--- config.mk ---
export PLATFORM = sky130hd
export DESIGN_NAME = csc_regs
export DESIGN_NICKNAME = d
export VERILOG_FILES = /design/src/hw/csc_pkg.sv /design/src/hw/csc_regs.sv
export VERILOG_INCLUDE_DIRS = /design/src /design/src/hw
export SDC_FILE = /design/constraint.sdc
export NUM_CORES = 1
export LEC_CHECK = 0
export ABC_AREA = 1
export BUFFER_PORTS_ARGS = -buffer_cell sky130_fd_sc_hd__buf_4
export CORE_ASPECT_RATIO = 1.75
export CORE_MARGIN = 2
export CORE_UTILIZATION = 65
export CTS_BUF_LIST = sky130_fd_sc_hd__clkbuf_8
export DETAILED_ROUTE_END_ITERATION = 8
export GPL_ROUTABILITY_DRIVEN = 0
export PLACE_DENSITY = 0.84
export REMOVE_ABC_BUFFERS = 1
export SLEW_MARGIN = 20
export SYNTH_ARGS = -nofsm -noshare
export SYNTH_HDL_FRONTEND = slang
export SYNTH_SLANG_ARGS = --single-unit
--- constraint.sdc ---
create_clock -name CORE_CLK -period 5.8 [get_ports CORE_CLK]
set_clock_uncertainty 0.1 [all_clocks]
set_input_delay 0.58 -clock CORE_CLK [delete_from_list [all_inputs] [get_ports CORE_CLK]]
set_output_delay 0.58 -clock CORE_CLK [all_outputs]
set_load 0.03 [all_outputs]
--- src/hw/csc_consts.svh ---
// offsets, reset values, field positions and bus constants of the clock synthesizer register bank
`ifndef CSC_CONSTS_SVH
`define CSC_CONSTS_SVH

// register offsets
`define CSC_OFS_GENERAL      8'h00
`define CSC_OFS_VARIANT      8'h01
`define CSC_OFS_XTAL_TRIM    8'h02
`define CSC_OFS_L3_REF       8'h03
`define CSC_OFS_L3_FB_LOW    8'h04
`define CSC_OFS_L3_FILT_FB   8'h05
`define CSC_OFS_L3_PUMP      8'h06
`define CSC_OFS_L1_CTRL      8'h07
`define CSC_OFS_L1_REF       8'h08
`define CSC_OFS_L1_FB_LOW    8'h09
`define CSC_OFS_L1_FILT_FB   8'h0A
`define CSC_NUM_REGS         11
`define CSC_LAST_OFS         8'h0A

// power-on values
`define CSC_RST_GENERAL      8'h00
`define CSC_RST_VARIANT      8'h00
`define CSC_RST_XTAL_TRIM    8'h11
`define CSC_RST_L3_REF       8'h19
`define CSC_RST_L3_FB_LOW    8'hE0
`define CSC_RST_L3_FILT_FB   8'h11
`define CSC_RST_L3_PUMP      8'h6C
`define CSC_RST_L1_CTRL      8'h23
`define CSC_RST_L1_REF       8'h19
`define CSC_RST_L1_FB_LOW    8'h58
`define CSC_RST_L1_FILT_FB   8'hB2

// writable bits; bit 1 of the general register is reserved
`define CSC_WMASK_GENERAL    8'hFD
`define CSC_WMASK_FULL       8'hFF

// general register fields
`define CSC_GEN_OTP_DONE     7
`define CSC_GEN_ADDR_HI      6
`define CSC_GEN_ADDR_LO      5
`define CSC_GEN_SPREAD       4
`define CSC_GEN_DIV1_SRC     3
`define CSC_GEN_L3_SRC       2
`define CSC_GEN_OTP_LOCK     0

// reference divider fields (same layout for both loops)
`define CSC_REF_BYP1         7
`define CSC_REF_BYP2         6
`define CSC_REF_RATIO_HI     5

// filter / feedback-high fields
`define CSC_FILT_RES_HI      7
`define CSC_FILT_RES_LO      4
`define CSC_FILT_ONLY        3
`define CSC_FB_HIGH_HI       2

// third loop pump fields
`define CSC_PUMP_OUT3_SRC    7
`define CSC_PUMP_W_HI        6
`define CSC_PUMP_W_LO        3
`define CSC_PUMP_DIV24       2
`define CSC_PUMP_DIV3        1
`define CSC_PUMP_BIAS        0
`define CSC_PUMP_DIV24_VAL   5'h18
`define CSC_PUMP_DIV3_VAL    5'h03

// first loop control fields
`define CSC_L1_DOUBLER       7
`define CSC_L1_BIAS          6
`define CSC_L1_CH2_EN        5
`define CSC_L1_POLE          4
`define CSC_L1_OUT5_HI       3

// effective divide ratios when bypassed
`define CSC_RATIO_BYP1       7'h01
`define CSC_RATIO_BYP2       7'h02

// bus target address base, 7-bit form of D0
`define CSC_BUS_ADDR_BASE    7'h68

`endif

--- src/hw/csc_pkg.sv ---
// types shared by the clock synthesizer register bank
package csc_pkg;

  // serial target sequencer states, one-hot
  typedef enum logic [8:0] {
    CSC_IDLE    = 9'h001,
    CSC_DEV     = 9'h002,
    CSC_ACK_DEV = 9'h004,
    CSC_REG     = 9'h008,
    CSC_ACK_REG = 9'h010,
    CSC_WR      = 9'h020,
    CSC_ACK_WR  = 9'h040,
    CSC_RD      = 9'h080,
    CSC_RD_ACK  = 9'h100
  } csc_state_e;

  // decoded configuration presented to the synthesizer core
  typedef struct packed {
    logic        otp_programmed;
    logic [1:0]  bus_addr_select;
    logic        first_loop_spread_enable;
    logic        divider_one_source;
    logic        third_loop_ref_source;
    logic        otp_write_lock;
    logic [7:0]  config_variant_code;
    logic [7:0]  crystal_load_trim;
    logic        third_loop_ref_bypass_one;
    logic        third_loop_ref_bypass_two;
    logic [5:0]  third_loop_ref_ratio;
    logic [6:0]  third_loop_ref_effective;
    logic [10:0] third_loop_feedback_ratio;
    logic [3:0]  third_loop_filter_res;
    logic        third_loop_filter_res_only;
    logic        out3_divider_source;
    logic [3:0]  third_loop_pump_weight;
    logic        third_loop_pump_div24;
    logic        third_loop_pump_div3;
    logic        third_loop_bias_select;
    logic [4:0]  third_loop_pump_numerator;
    logic [4:0]  third_loop_pump_divisor;
    logic        first_loop_ref_doubler;
    logic        first_loop_bias_select;
    logic        first_loop_channel_two_enable;
    logic        first_loop_extra_pole_enable;
    logic [3:0]  out5_divider_code;
    logic        first_loop_ref_bypass_one;
    logic        first_loop_ref_bypass_two;
    logic [5:0]  first_loop_ref_ratio;
    logic [6:0]  first_loop_ref_effective;
    logic [10:0] first_loop_feedback_ratio;
    logic [4:0]  first_loop_filter_bits;
  } csc_cfg_s;

endpackage : csc_pkg

--- src/hw/csc_regs.sv ---
// clock synthesizer configuration bank behind a two-wire serial target
//
// Functional notes
// - address field picks target D0, D2, D4, D6
// - general bit 4 enables first loop spread
// - general bit 3 picks divider one source
// - crystal load trim byte fully writable
// - third loop reference ratio, default 25
// - third loop reference bypass by one, two
// - third loop feedback eleven bits, default 480
// - third loop filter resistors, six-k only mode
// - out3 divider source second or third loop
// - pump current numerator and divisor sum
// - third loop bias doubles when set
// - first loop reference doubler, off at reset
// - first loop bias current select
// - first loop channel two, on at reset
// - first loop extra pole, off at reset
// - out5 divider code, reset 0011
// - first loop reference ratio, default 25
// - first loop reference bypass by one, two
// - first loop feedback low byte, reset 58
// - first loop feedback high bits, default 600
// - block write buffered, committed on stop
`timescale 1ns/1ns
`include "csc_consts.svh"

module csc_regs (
  input  wire logic              CORE_CLK,
  input  wire logic              RESETN,
  input  wire logic              SCL_IN,
  input  wire logic              SDA_IN,
  output logic                   SDA_OUT,
  output logic                   SDA_OE,
  output csc_pkg::csc_cfg_s      CFG
);
  import csc_pkg::*;

  // power-on values and writable masks per entry
  localparam logic [7:0] RESET_VAL [0:`CSC_NUM_REGS-1] = '{
    `CSC_RST_GENERAL, `CSC_RST_VARIANT, `CSC_RST_XTAL_TRIM, `CSC_RST_L3_REF,
    `CSC_RST_L3_FB_LOW, `CSC_RST_L3_FILT_FB, `CSC_RST_L3_PUMP, `CSC_RST_L1_CTRL,
    `CSC_RST_L1_REF, `CSC_RST_L1_FB_LOW, `CSC_RST_L1_FILT_FB};
  localparam logic [7:0] WMASK [0:`CSC_NUM_REGS-1] = '{
    `CSC_WMASK_GENERAL, `CSC_WMASK_FULL, `CSC_WMASK_FULL, `CSC_WMASK_FULL,
    `CSC_WMASK_FULL, `CSC_WMASK_FULL, `CSC_WMASK_FULL, `CSC_WMASK_FULL,
    `CSC_WMASK_FULL, `CSC_WMASK_FULL, `CSC_WMASK_FULL};

  // pin synchronisers; stage one is read only by stage two
  logic [2:0]           scl_sync_q;   // two sync stages plus history
  logic [2:0]           sda_sync_q;   // two sync stages plus history
  logic                 scl_rise;     // clock rose
  logic                 scl_fall;     // clock fell
  logic                 start_det;    // start or repeated start
  logic                 stop_det;     // stop condition

  // sequencer state
  csc_state_e           state_q, state_d;
  logic [3:0]           cnt_q, cnt_d;       // bits moved in this byte
  logic [7:0]           sr_q, sr_d;         // receive shifter
  logic [7:0]           tx_q, tx_d;         // transmit shifter
  logic [7:0]           ptr_q, ptr_d;       // register pointer
  logic                 rw_q, rw_d;         // read requested
  logic                 nack_q, nack_d;     // host refused more data
  logic                 oe_q, oe_d;         // pulling data line low
  logic [7:0]           shadow_q [0:`CSC_NUM_REGS-1];  // staged write bytes
  logic [7:0]           shadow_d [0:`CSC_NUM_REGS-1];
  logic [`CSC_NUM_REGS-1:0] pend_q, pend_d; // staged entries awaiting stop

  // register file
  logic [7:0]           regs_q [0:`CSC_NUM_REGS-1];
  logic [7:0]           regs_d [0:`CSC_NUM_REGS-1];

  // decoded outputs
  csc_cfg_s             cfg_d, cfg_q;
  logic [6:0]           own_addr;           // our 7-bit target address

  // read mux; unmapped offsets answer zero
  function automatic logic [7:0] rd_byte(input logic [7:0] ofs);
    logic [7:0] v;
    v = 8'h00;
    for (int i = 0; i < `CSC_NUM_REGS; i++)
    begin
      if (ofs == 8'(i))
      begin
        v = regs_q[i];
      end
    end
    return v;
  endfunction : rd_byte

  // two flops ahead of any logic; third stage only for edges
  always_ff @(posedge CORE_CLK or negedge RESETN)
  begin
    if (!RESETN)
    begin
      scl_sync_q <= 3'h7;
      sda_sync_q <= 3'h7;
    end
    else
    begin
      scl_sync_q <= {scl_sync_q[1:0], SCL_IN};
      sda_sync_q <= {sda_sync_q[1:0], SDA_IN};
    end
  end

  // edge and bus condition detect on synchronised stages only
  assign scl_rise  = scl_sync_q[1] & ~scl_sync_q[2];
  assign scl_fall  = ~scl_sync_q[1] & scl_sync_q[2];
  assign start_det = scl_sync_q[1] & scl_sync_q[2] & ~sda_sync_q[1] & sda_sync_q[2];
  assign stop_det  = scl_sync_q[1] & scl_sync_q[2] & sda_sync_q[1] & ~sda_sync_q[2];

  // target address follows the select field live
  assign own_addr = `CSC_BUS_ADDR_BASE |
                    {5'h00, regs_q[0][`CSC_GEN_ADDR_HI:`CSC_GEN_ADDR_LO]};

  // sequencer next state
  always_comb
  begin
    state_d  = state_q;
    cnt_d    = cnt_q;
    sr_d     = sr_q;
    tx_d     = tx_q;
    ptr_d    = ptr_q;
    rw_d     = rw_q;
    nack_d   = nack_q;
    oe_d     = oe_q;
    shadow_d = shadow_q;
    pend_d   = pend_q;
    if (stop_det)
    begin
      // staged bytes move into the file this cycle
      pend_d  = '0;
      state_d = CSC_IDLE;
      oe_d    = 1'b0;
    end
    else if (start_det)
    begin
      // repeated start keeps staged bytes until the stop
      state_d = CSC_DEV;
      cnt_d   = 4'h0;
      oe_d    = 1'b0;
    end
    else
    begin
      case (state_q)
        CSC_IDLE:
        begin
          oe_d = 1'b0;
        end
        CSC_DEV:
        begin
          // compare after the eighth bit, ack on the falling edge
          if (scl_rise)
          begin
            sr_d  = {sr_q[6:0], sda_sync_q[1]};
            cnt_d = cnt_q + 4'h1;
          end
          else if (scl_fall && cnt_q == 4'h8)
          begin
            if (sr_q[7:1] == own_addr)
            begin
              rw_d    = sr_q[0];
              oe_d    = 1'b1;
              state_d = CSC_ACK_DEV;
            end
            else
            begin
              state_d = CSC_IDLE;
            end
          end
        end
        CSC_ACK_DEV:
        begin
          if (scl_fall)
          begin
            cnt_d = 4'h0;
            if (rw_q)
            begin
              // current read from the pointer
              tx_d    = rd_byte(ptr_q);
              oe_d    = ~tx_d[7];
              state_d = CSC_RD;
            end
            else
            begin
              oe_d    = 1'b0;
              state_d = CSC_REG;
            end
          end
        end
        CSC_REG:
        begin
          if (scl_rise)
          begin
            sr_d  = {sr_q[6:0], sda_sync_q[1]};
            cnt_d = cnt_q + 4'h1;
          end
          else if (scl_fall && cnt_q == 4'h8)
          begin
            ptr_d   = sr_q;
            oe_d    = 1'b1;
            state_d = CSC_ACK_REG;
          end
        end
        CSC_ACK_REG, CSC_ACK_WR:
        begin
          if (scl_fall)
          begin
            cnt_d   = 4'h0;
            oe_d    = 1'b0;
            state_d = CSC_WR;
          end
        end
        CSC_WR:
        begin
          if (scl_rise)
          begin
            sr_d  = {sr_q[6:0], sda_sync_q[1]};
            cnt_d = cnt_q + 4'h1;
          end
          else if (scl_fall && cnt_q == 4'h8)
          begin
            // stage only; the file is untouched until the stop
            for (int i = 0; i < `CSC_NUM_REGS; i++)
            begin
              if (ptr_q == 8'(i))
              begin
                shadow_d[i] = sr_q;
                pend_d[i]   = 1'b1;
              end
            end
            ptr_d   = ptr_q + 8'h01;
            oe_d    = 1'b1;
            state_d = CSC_ACK_WR;
          end
        end
        CSC_RD:
        begin
          if (scl_rise)
          begin
            cnt_d = cnt_q + 4'h1;
          end
          else if (scl_fall)
          begin
            if (cnt_q == 4'h8)
            begin
              // let the host acknowledge
              oe_d    = 1'b0;
              ptr_d   = ptr_q + 8'h01;
              state_d = CSC_RD_ACK;
            end
            else
            begin
              tx_d = {tx_q[6:0], 1'b0};
              oe_d = ~tx_d[7];
            end
          end
        end
        CSC_RD_ACK:
        begin
          if (scl_rise)
          begin
            nack_d = sda_sync_q[1];
          end
          else if (scl_fall)
          begin
            cnt_d = 4'h0;
            if (nack_q)
            begin
              // host is done; wait for stop or start
              state_d = CSC_IDLE;
            end
            else
            begin
              tx_d    = rd_byte(ptr_q);
              oe_d    = ~tx_d[7];
              state_d = CSC_RD;
            end
          end
        end
        default:
        begin
          state_d = CSC_IDLE;
          oe_d    = 1'b0;
        end
      endcase
    end
  end

  // sequencer registers
  always_ff @(posedge CORE_CLK or negedge RESETN)
  begin
    if (!RESETN)
    begin
      state_q <= CSC_IDLE;
      cnt_q   <= 4'h0;
      sr_q    <= 8'h00;
      tx_q    <= 8'h00;
      ptr_q   <= 8'h00;
      rw_q    <= 1'b0;
      nack_q  <= 1'b0;
      oe_q    <= 1'b0;
      pend_q  <= '0;
      for (int i = 0; i < `CSC_NUM_REGS; i++)
      begin
        shadow_q[i] <= 8'h00;
      end
    end
    else
    begin
      state_q  <= state_d;
      cnt_q    <= cnt_d;
      sr_q     <= sr_d;
      tx_q     <= tx_d;
      ptr_q    <= ptr_d;
      rw_q     <= rw_d;
      nack_q   <= nack_d;
      oe_q     <= oe_d;
      pend_q   <= pend_d;
      shadow_q <= shadow_d;
    end
  end

  // one register per entry, staged entries committed together on the stop
  for (genvar g = 0; g < `CSC_NUM_REGS; g++)
  begin : g_reg
    // reserved bits are masked so they stay zero
    always_comb
    begin
      regs_d[g] = regs_q[g];
      if (stop_det && pend_q[g])
      begin
        regs_d[g] = shadow_q[g] & WMASK[g];
      end
    end

    always_ff @(posedge CORE_CLK or negedge RESETN)
    begin
      if (!RESETN)
      begin
        regs_q[g] <= RESET_VAL[g];
      end
      else
      begin
        regs_q[g] <= regs_d[g];
      end
    end
  end

  // field decode toward the analog core
  always_comb
  begin
    cfg_d = '0;
    // general control
    cfg_d.otp_programmed            = regs_q[0][`CSC_GEN_OTP_DONE];
    cfg_d.bus_addr_select           = regs_q[0][`CSC_GEN_ADDR_HI:`CSC_GEN_ADDR_LO];
    cfg_d.first_loop_spread_enable  = regs_q[0][`CSC_GEN_SPREAD];
    cfg_d.divider_one_source        = regs_q[0][`CSC_GEN_DIV1_SRC];
    cfg_d.third_loop_ref_source     = regs_q[0][`CSC_GEN_L3_SRC];
    cfg_d.otp_write_lock            = regs_q[0][`CSC_GEN_OTP_LOCK];
    cfg_d.config_variant_code       = regs_q[1];
    cfg_d.crystal_load_trim         = regs_q[2];
    // third loop reference; bypass by one wins if both are set
    cfg_d.third_loop_ref_bypass_one = regs_q[3][`CSC_REF_BYP1];
    cfg_d.third_loop_ref_bypass_two = regs_q[3][`CSC_REF_BYP2];
    cfg_d.third_loop_ref_ratio      = regs_q[3][`CSC_REF_RATIO_HI:0];
    if (regs_q[3][`CSC_REF_BYP1])
      cfg_d.third_loop_ref_effective = `CSC_RATIO_BYP1;
    else if (regs_q[3][`CSC_REF_BYP2])
      cfg_d.third_loop_ref_effective = `CSC_RATIO_BYP2;
    else
      cfg_d.third_loop_ref_effective = {1'b0, regs_q[3][`CSC_REF_RATIO_HI:0]};
    cfg_d.third_loop_feedback_ratio = {regs_q[5][`CSC_FB_HIGH_HI:0], regs_q[4]};
    // six-k only mode drops the series resistors
    cfg_d.third_loop_filter_res_only = regs_q[5][`CSC_FILT_ONLY];
    cfg_d.third_loop_filter_res      = regs_q[5][`CSC_FILT_ONLY] ? 4'h0 :
                                       regs_q[5][`CSC_FILT_RES_HI:`CSC_FILT_RES_LO];
    // pump and out3 source
    cfg_d.out3_divider_source       = regs_q[6][`CSC_PUMP_OUT3_SRC];
    cfg_d.third_loop_pump_weight    = regs_q[6][`CSC_PUMP_W_HI:`CSC_PUMP_W_LO];
    cfg_d.third_loop_pump_div24     = regs_q[6][`CSC_PUMP_DIV24];
    cfg_d.third_loop_pump_div3      = regs_q[6][`CSC_PUMP_DIV3];
    cfg_d.third_loop_bias_select    = regs_q[6][`CSC_PUMP_BIAS];
    // weight bits are already binary weighted, so bias doubles by shift
    cfg_d.third_loop_pump_numerator = regs_q[6][`CSC_PUMP_BIAS] ?
                                      {regs_q[6][`CSC_PUMP_W_HI:`CSC_PUMP_W_LO], 1'b0} :
                                      {1'b0, regs_q[6][`CSC_PUMP_W_HI:`CSC_PUMP_W_LO]};
    cfg_d.third_loop_pump_divisor   = (regs_q[6][`CSC_PUMP_DIV24] ? `CSC_PUMP_DIV24_VAL : 5'h00) +
                                      (regs_q[6][`CSC_PUMP_DIV3] ? `CSC_PUMP_DIV3_VAL : 5'h00);
    // first loop control and out5
    cfg_d.first_loop_ref_doubler        = regs_q[7][`CSC_L1_DOUBLER];
    cfg_d.first_loop_bias_select        = regs_q[7][`CSC_L1_BIAS];
    cfg_d.first_loop_channel_two_enable = regs_q[7][`CSC_L1_CH2_EN];
    cfg_d.first_loop_extra_pole_enable  = regs_q[7][`CSC_L1_POLE];
    cfg_d.out5_divider_code             = regs_q[7][`CSC_L1_OUT5_HI:0];
    // first loop reference
    cfg_d.first_loop_ref_bypass_one = regs_q[8][`CSC_REF_BYP1];
    cfg_d.first_loop_ref_bypass_two = regs_q[8][`CSC_REF_BYP2];
    cfg_d.first_loop_ref_ratio      = regs_q[8][`CSC_REF_RATIO_HI:0];
    if (regs_q[8][`CSC_REF_BYP1])
      cfg_d.first_loop_ref_effective = `CSC_RATIO_BYP1;
    else if (regs_q[8][`CSC_REF_BYP2])
      cfg_d.first_loop_ref_effective = `CSC_RATIO_BYP2;
    else
      cfg_d.first_loop_ref_effective = {1'b0, regs_q[8][`CSC_REF_RATIO_HI:0]};
    cfg_d.first_loop_feedback_ratio = {regs_q[10][`CSC_FB_HIGH_HI:0], regs_q[9]};
    cfg_d.first_loop_filter_bits    = regs_q[10][`CSC_FILT_RES_HI:`CSC_FILT_ONLY];
  end

  // outputs straight from flops; data line is open drain so it only pulls low
  always_ff @(posedge CORE_CLK or negedge RESETN)
  begin
    if (!RESETN)
    begin
      cfg_q <= '0;
    end
    else
    begin
      cfg_q <= cfg_d;
    end
  end

  assign CFG     = cfg_q;
  assign SDA_OE  = oe_q;
  assign SDA_OUT = 1'b0;

endmodule : csc_regs

==> results_dict.tcl, run 1 <==
set metrics [dict create \
    timing.rr.end "tx_q[1]" \
    drt-total-wl_mm 30.06 \
    drive_above_1_share 0.2204 \
    initial_core_util 0.6614 \
    ys_seq_elements 334 \
    grt_pass1_vias 9609 \
    finalHoldViolations 0 \
    cts_root_buf "clkbuf_8" \
    num_vias 9532 \
    setup_tns_ns 0 \
    insertedDiodeCount 0 \
    cts_max_level 2 \
    cp_cell_sequence "ha_1 -> nand2_1 -> nor2_1 -> inv_1 -> o211ai_1 -> nand3_1 -> o21ai_0 -> o21ai_0 -> nand2_1 -> nand2_1 -> nand3_1 -> nand3_1 -> nand2_1 -> nand2_1" \
    relSlewSlack 0.2229 \
    power_mw 4.518 \
    synth-edff-count 0 \
    cts_tree "done" \
    tightestPinTransition_ns 1.159 \
    rr_worst_depth 14 \
    synth_top_area_cell "dfrtp_1" \
    numClockSinks 334 \
    critPathTopFamily "simple AND/OR/NAND/NOR gates" \
    cap_violations 0 \
    worst-path-stages 14 \
    nets 1387 \
    worstPathRequired_ns 6.15 \
    cp-endpoint "tx_q[1]" \
    synth.distinct_cells 46 \
    worstSetupStartpoint "ptr_q[1]" \
    sw_frac_of_total 0.2461 \
    syn-cell-area_sq_mm 0.01306 \
    slew_violations 0 \
    grt_max_degree 144 \
    layout_common_cells "dfrtp_1 (300), nand2_1 (247), buf_4 (118), o21ai_0 (111), inv_1 (110)" \
    synth_seq_area_share 0.6435 \
    slowest_stage "nor2_1" \
    p_int_mw 3.406 \
    die_h_um 191.5 \
    dp_hpwl_mm 19.68 \
    setup_viol 0 \
    post_cts_resize_count 0 \
    via_per_inst 5.756 \
    avgRoutedWirePerCell_um 18.15 \
    startpoint_type "flop" \
    synth_top_area_frac 0.5750 \
    power.density_mw_per_mm2 301.5 \
    p_comb_frac 0.070 \
    drc 0 \
    worst-path-buf-inv 1 \
    synth-main-ff-cell "dfrtp_1" \
    reg2reg_slack_ns 2.79 \
    pin_count 117 \
    dr.first_iter.drc_count 841 \
    antenna_found_initial 0 \
    met1_usage 0.3334 \
    async_flop_share 1.000 \
    syn_to_final_growth_pct 14.78 \
    path_common_cell "nand2_1" \
    portBuffers 112 \
    seqPwrFrac 0.528 \
    crit_fanout 16 \
    core-area_sq_mm 0.01974 \
    first_pass_iters 6 \
    syn_inst 1260 \
    clk_pin_slew_ns 0.07 \
    fp.dieW_um 111.1 \
    critPathKind "reg2reg" \
    p_sw_mw 1.112 \
    fmax_mhz 331.9 \
    crit_arrival_ns 3.36 \
    vdd_ir_drop_max_v 0.0002422 \
    rows 68 \
    hold_path_depth 1 \
    rsz0062_at_grt "no" \
    busiest_layer "met2" \
    use_met3 0.04724 \
    status "finished clean" \
    fin_crit_sh 0.5194 \
    cp-end-kind "flop" \
    fillers 1305 \
    numCtsBuffers 45 \
    hold_path.class "in2reg" \
    final_common_cell "dfrtp_1" \
    avgSynthCellArea_sq_um 10.36 \
    gr-usage-all-layers 0.2881 \
    postCtsSetupBuffers 0 \
    p_leak_nw 7.678 \
    max_stage_delay_ns 0.75 \
    grt_pass1_wl_mm 48.29 \
    cts_hold_buf 1 \
    dieArea_sq_mm 0.02128 \
    grt_remaining_overflow 0 \
    clockBufferDepth 3 \
    clkPwrFrac 0.402 \
    r2r-start "ptr_q[1]" \
    ys_warn_count 0 \
    clock_latency_ns 0.56 \
    fin_crit_ns 3.013 \
    ant_nets 0 \
    synth_area_leaders "dfrtp_1 (58%), nand2_1 (7.1%), dfstp_2 (6.8%)" \
    grt_use_met2 0.4995 \
]
## logic make-up (layout without fill, tap and decap cells)
| family | Yosys count | count (layout) | synth area share |
|---|---|---|---|
| and+or+nand+nor | 454 | 454 | 0.1490 |
| DFF | 334 | 334 | 0.6435 |
| AOI/OAI and AO/OA | 242 | 242 | 0.09757 |
| buffers and inverters | 160 | 308 | 0.05060 |
| muxes | 58 | 58 | 0.04993 |
| adders and majority gates | 6 | 6 | 0.005750 |
| xor gates and xnor gates | 5 | 5 | 0.003354 |
| other | 1 | 4 | 0.0002872 |
## metrics by stage
stage          utilization  hold WS [ns]  instance area [sq um]  setup WS [ns]  std cells
6_report            0.7591       0.03440                  14980          2.787       1656
3_5_place_dp        0.7108        0.2508                  14030          2.995       1574
3_3_place_gp        0.7108        0.2468                  14030          3.042       1574
2_1_floorplan            -        0.1844                  12800          3.236       1209
5_1_grt             0.7591       0.02622                  14980          2.558       1656
4_1_cts             0.7591       0.01683                  14980          2.882       1656
## state kept, by name, summed over array words and instances, names as in the netlist, 4 cells and up
register and cells:
tx_q 7, shadow_q 87, state_q 9, cfg_d 83, sr_q 8, regs_q 4
CFG 104, pend_q 11, ptr_q 8, cnt_q 4
## power by group through the flow
stage                     Clock [mW]  Sequential [mW]  Combinational (mW)
final                           1.82             2.39               0.316
after global routing            1.93             2.39               0.351
after CTS                       1.83             2.38               0.310
after detailed placement           0             2.43               0.306
after global placement             0             2.43               0.298
after floorplan                    0             2.43               0.177
## Yosys cell counts, types with 3 or more instances
cell / number
a22oi_1: 3
nor2_1: 92
nor3_1: 9
xor2_1: 5
a211oi_1: 4
ha_1: 6
inv_1: 95
o211ai_1: 6
nand2_1: 247
nor2_2: 11
o21ai_0: 111
mux2_2: 57
buf_4: 10
o21ai_1: 19
clkbuf_1: 30
a21oi_1: 91
dfrtp_1: 300
dfstp_2: 34
inv_2: 10
nand3_1: 69
nand2_2: 3
buf_2: 12
nand4_1: 8
## how the worst min path moves through the flow
stage | start | end
6_report | SCL_IN | scl_sync_q[0]
5_1_grt | SDA_IN | sda_sync_q[0]
4_1_cts | SCL_IN | scl_sync_q[0]
3_5_place_dp | sda_sync_q[0] | sda_sync_q[1]
3_3_place_gp | scl_sync_q[0] | scl_sync_q[1]
2_1_floorplan | RESETN | CFG[0]
## metal layers
layer / up-vias / share of wire
met5: - / 0
met4: 0 / 0.066
met3: 145 / 0.064
met2: 437 / 0.51
met1: 4597 / 0.36
li1: 4353 / -
## layout make-up
class	count	area, sq um	share of cell area
Tap cell	245	306.5	0.02046
Multi-Input combinational cell	769	4005	0.2673
Sequential cell	334	8401	0.5606
Inverter	106	397.9	0.02655
Clock buffer	60	825.8	0.05511
Clock inverter	21	117.6	0.007849
Timing Repair Buffer	121	930.9	0.06212
Note: power is estimated with default switching activity, not from simulation.
==> run 2: changes to the inputs <==
--- a/config.mk
+++ b/config.mk
@@ -6,15 +6,15 @@
 export SDC_FILE = /design/constraint.sdc
 export NUM_CORES = 1
 export LEC_CHECK = 0
-export ABC_AREA = 1
+export ABC_AREA = 0
 export BUFFER_PORTS_ARGS = -buffer_cell sky130_fd_sc_hd__buf_4
 export CORE_ASPECT_RATIO = 1.75
 export CORE_MARGIN = 2
-export CORE_UTILIZATION = 65
+export CORE_UTILIZATION = 56
 export CTS_BUF_LIST = sky130_fd_sc_hd__clkbuf_8
 export DETAILED_ROUTE_END_ITERATION = 8
 export GPL_ROUTABILITY_DRIVEN = 0
-export PLACE_DENSITY = 0.84
+export PLACE_DENSITY = 0.77
 export REMOVE_ABC_BUFFERS = 1
 export SLEW_MARGIN = 20
 export SYNTH_ARGS = -nofsm -noshare
==> constraint.sdc (replaced) <==
create_clock -name CORE_CLK -period 2.5 [get_ports CORE_CLK]
set_clock_uncertainty 0.1 [all_clocks]
set_input_delay 0.25 -clock CORE_CLK [delete_from_list [all_inputs] [get_ports CORE_CLK]]
set_output_delay 0.25 -clock CORE_CLK [all_outputs]
set_load 0.03 [all_outputs]
==> results_dict.tcl, run 2 <==
set metrics [dict create \
    critPathKind "reg2reg" \
    syn-cell-area_sq_mm 0.01338 \
    numCtsBuffers 44 \
    synth_top_area_frac 0.5612 \
    clk_pin_slew_ns 0.07 \
    insertedDiodeCount 0 \
    synth_area_leaders "dfrtp_1 (56%), mux2_2 (16%), dfstp_2 (6.7%)" \
    clock_latency_ns 0.58 \
    initial_core_util 0.5711 \
    numClockSinks 334 \
    cts_max_level 2 \
    cts_root_buf "clkbuf_8" \
    final_common_cell "dfrtp_1" \
    placedCellCount 1448 \
    gr-usage-all-layers 0.2682 \
    syn_inst 1008 \
    portBuffers 112 \
    synth_mux_area_frac 0.1622 \
    nets 1203 \
    synth-compound-area-share 0.07604 \
    finalHoldViolations 0 \
    tightestPinTransition_ns 0.9283 \
    ant_nets 0 \
    power.density_mw_per_mm2 638.5 \
    hold_path.class "in2async" \
    path_common_cell "or4_4" \
    worstPathRequired_ns 2.88 \
    drt-total-wl_mm 32.96 \
    drive_above_1_share 0.4119 \
    synth_top_family_by_area "multiplexers" \
    syn_to_final_growth_pct 20.55 \
    dp_hpwl_mm 22.72 \
    whs_ns 0.1439 \
    rows 74 \
    via_per_inst 5.890 \
    cts_tree "done" \
    setup_tns_ns 0 \
    fmax_mhz 400.3 \
    slowest_stage "or4_4" \
    status "finished clean" \
    ys_warn_count 0 \
    die_h_um 208.5 \
    fin_crit_sh 0.9993 \
    layout_common_cells "dfrtp_1 (300), mux2_2 (189), buf_4 (168), nand2_1 (63), clkbuf_8 (59)" \
    fin_util 0.6884 \
    cp_cell_sequence "or4_4 -> or4_4 -> o211a_1 -> o32a_1 -> a221oi_2" \
    avgSynthCellArea_sq_um 13.27 \
    rsz0062_at_grt "yes" \
    fin_crit_ns 2.498 \
    clockBufferDepth 3 \
    dieArea_sq_mm 0.02519 \
    final_cells 1530 \
    grt_max_degree 67 \
    vdd_ir_drop_max_v 0.0005024 \
    dr.first_iter.drc_count 583 \
    core-area_sq_mm 0.02343 \
    synth_top_area_cell "dfrtp_1" \
    synthAdderAreaFrac 0.005612 \
    fp.dieW_um 120.8 \
    antenna_found_initial 0 \
    avgRoutedWirePerCell_um 21.54 \
    async_flop_share 1.000 \
    rr_worst_depth 5 \
    largest_reg_flops 104 \
    postCtsSetupBuffers 0 \
    crit_arrival_ns 2.88 \
    p_leak_nw 8.121 \
    first_pass_iters 5 \
    ys_seq_elements 334 \
    yosysMostFrequentCell "dfrtp_1" \
    relSlewSlack 0.3811 \
    synth-main-ff-cell "dfrtp_1" \
    grt_pass1_vias 9323 \
    slew_violations 0 \
    grt_pass1_wl_mm 51.76 \
    netlist_top_cells_count "dfrtp_1 (300), mux2_2 (189), nand2_1 (63)" \
    max_stage_delay_ns 0.56 \
    synth_seq_area_share 0.6279 \
    num_vias 9011 \
    synth-edff-count 0 \
    startpoint_type "flop" \
    setup_viol 0 \
    cap_violations 0 \
    drc 0 \
    grt_remaining_overflow 0 \
    synthSimpleGateAreaFrac 0.09764 \
    cp-end-kind "flop" \
    synth_xor_area_frac 0.004583 \
    crit_fanout 6 \
    synth.distinct_cells 78 \
    pin_count 117 \
]
[run 2: changes by cell type in the layout (fill, tap and decap cells not counted), sizes merged, moves of 11 or more]
| cell | previous run | this run |
|---|---|---|
| o21ai | 130 | 29 |
| nand2 | 250 | 67 |
| buf | 120 | 183 |
| and2 | 0 | 11 |
| nor2 | 103 | 51 |
| mux2 | 57 | 190 |
| nand3 | 72 | 13 |
| a31oi | 1 | 13 |
| a21oi | 91 | 50 |
| nor2b | 0 | 15 |
| inv | 121 | 27 |
[run 2: path summary, 6_finish.rpt]
path / end / startpoint / slack, ns
setup reg to reg: tx_q[3] / ptr_q[4] / 0.002
hold reg to reg: scl_sync_q[1] / scl_sync_q[0] / 0.26
setup / recovery: tx_q[3] / ptr_q[4] / 0.002
min in group CORE_CLK: sda_sync_q[0] / SDA_IN / 0.25
hold / removal: cfg_d[102] / RESETN / 0.14
max in group asynchronous: cfg_d[70] / RESETN / 1.38
[run 2: critical path: cells and delay by family (launching register included)]
kind	cells	cell delay [ns]
AOI/OAI and AO/OA	3	0.83
and+or+nand+nor	2	1.09
DFF	1	0.39
[run 2: routing by layer]
layer  global-route usage  routed length (um)  vias up  share of wire
met1               0.3057               11770     4560           0.36
met5                    0                   0        -              0
met3              0.03591                1490      145          0.045
li1                     -                   -     3960              -
met2               0.4644               17360      346           0.53
met4               0.1760                2332        0          0.071
[run 2: cell families after synthesis]
family,Yosys count
compound gates,160
other cells,1
fa+ha+maj,6
mux,193
buf+inv,68
flops,334
simple gates,239
xor+xnor,7
[run 2: where the power goes]
group / switching (mW) / internal, mW / leakage [nW]
registers: 0.0420 / 5.43 / 4.54
clock network: 2.00 / 2.53 / 0.552
logic: 0.197 / 0.0998 / 3.03
[run 2: metrics by stage]
step / worst slack [ns] / instance area (sq um) / power [mW]
6_report: 0.001870 / 16130 / 10.30
5_1_grt: -0.1017 / 16130 / 10.63
4_1_cts: 0.02928 / 16090 / 10.37
3_5_place_dp: 0.03692 / 15040 / 5.866
3_3_place_gp: 0.1052 / 15040 / 5.862
2_1_floorplan: -0.4879 / 13110 / 5.650
[run 2: cell type report]
cell class / count / area, sq um
sequential: 334 / 8401
fill: 1630 / 7298
multi-input combinational: 609 / 4683
timing repair buffer: 186 / 1578
clock buffer: 59 / 812.0
tap: 304 / 380.4
clock inverter: 20 / 205.2
inverter: 18 / 67.56
[run 2: what timing repair did]
item / 4_1_cts / 5_1_grt
hold buffers: 3 / 0
endpoints found under the setup margin: 0 / 12
resized for setup: 0 / 9
hold endpoints to repair: 161 / 0
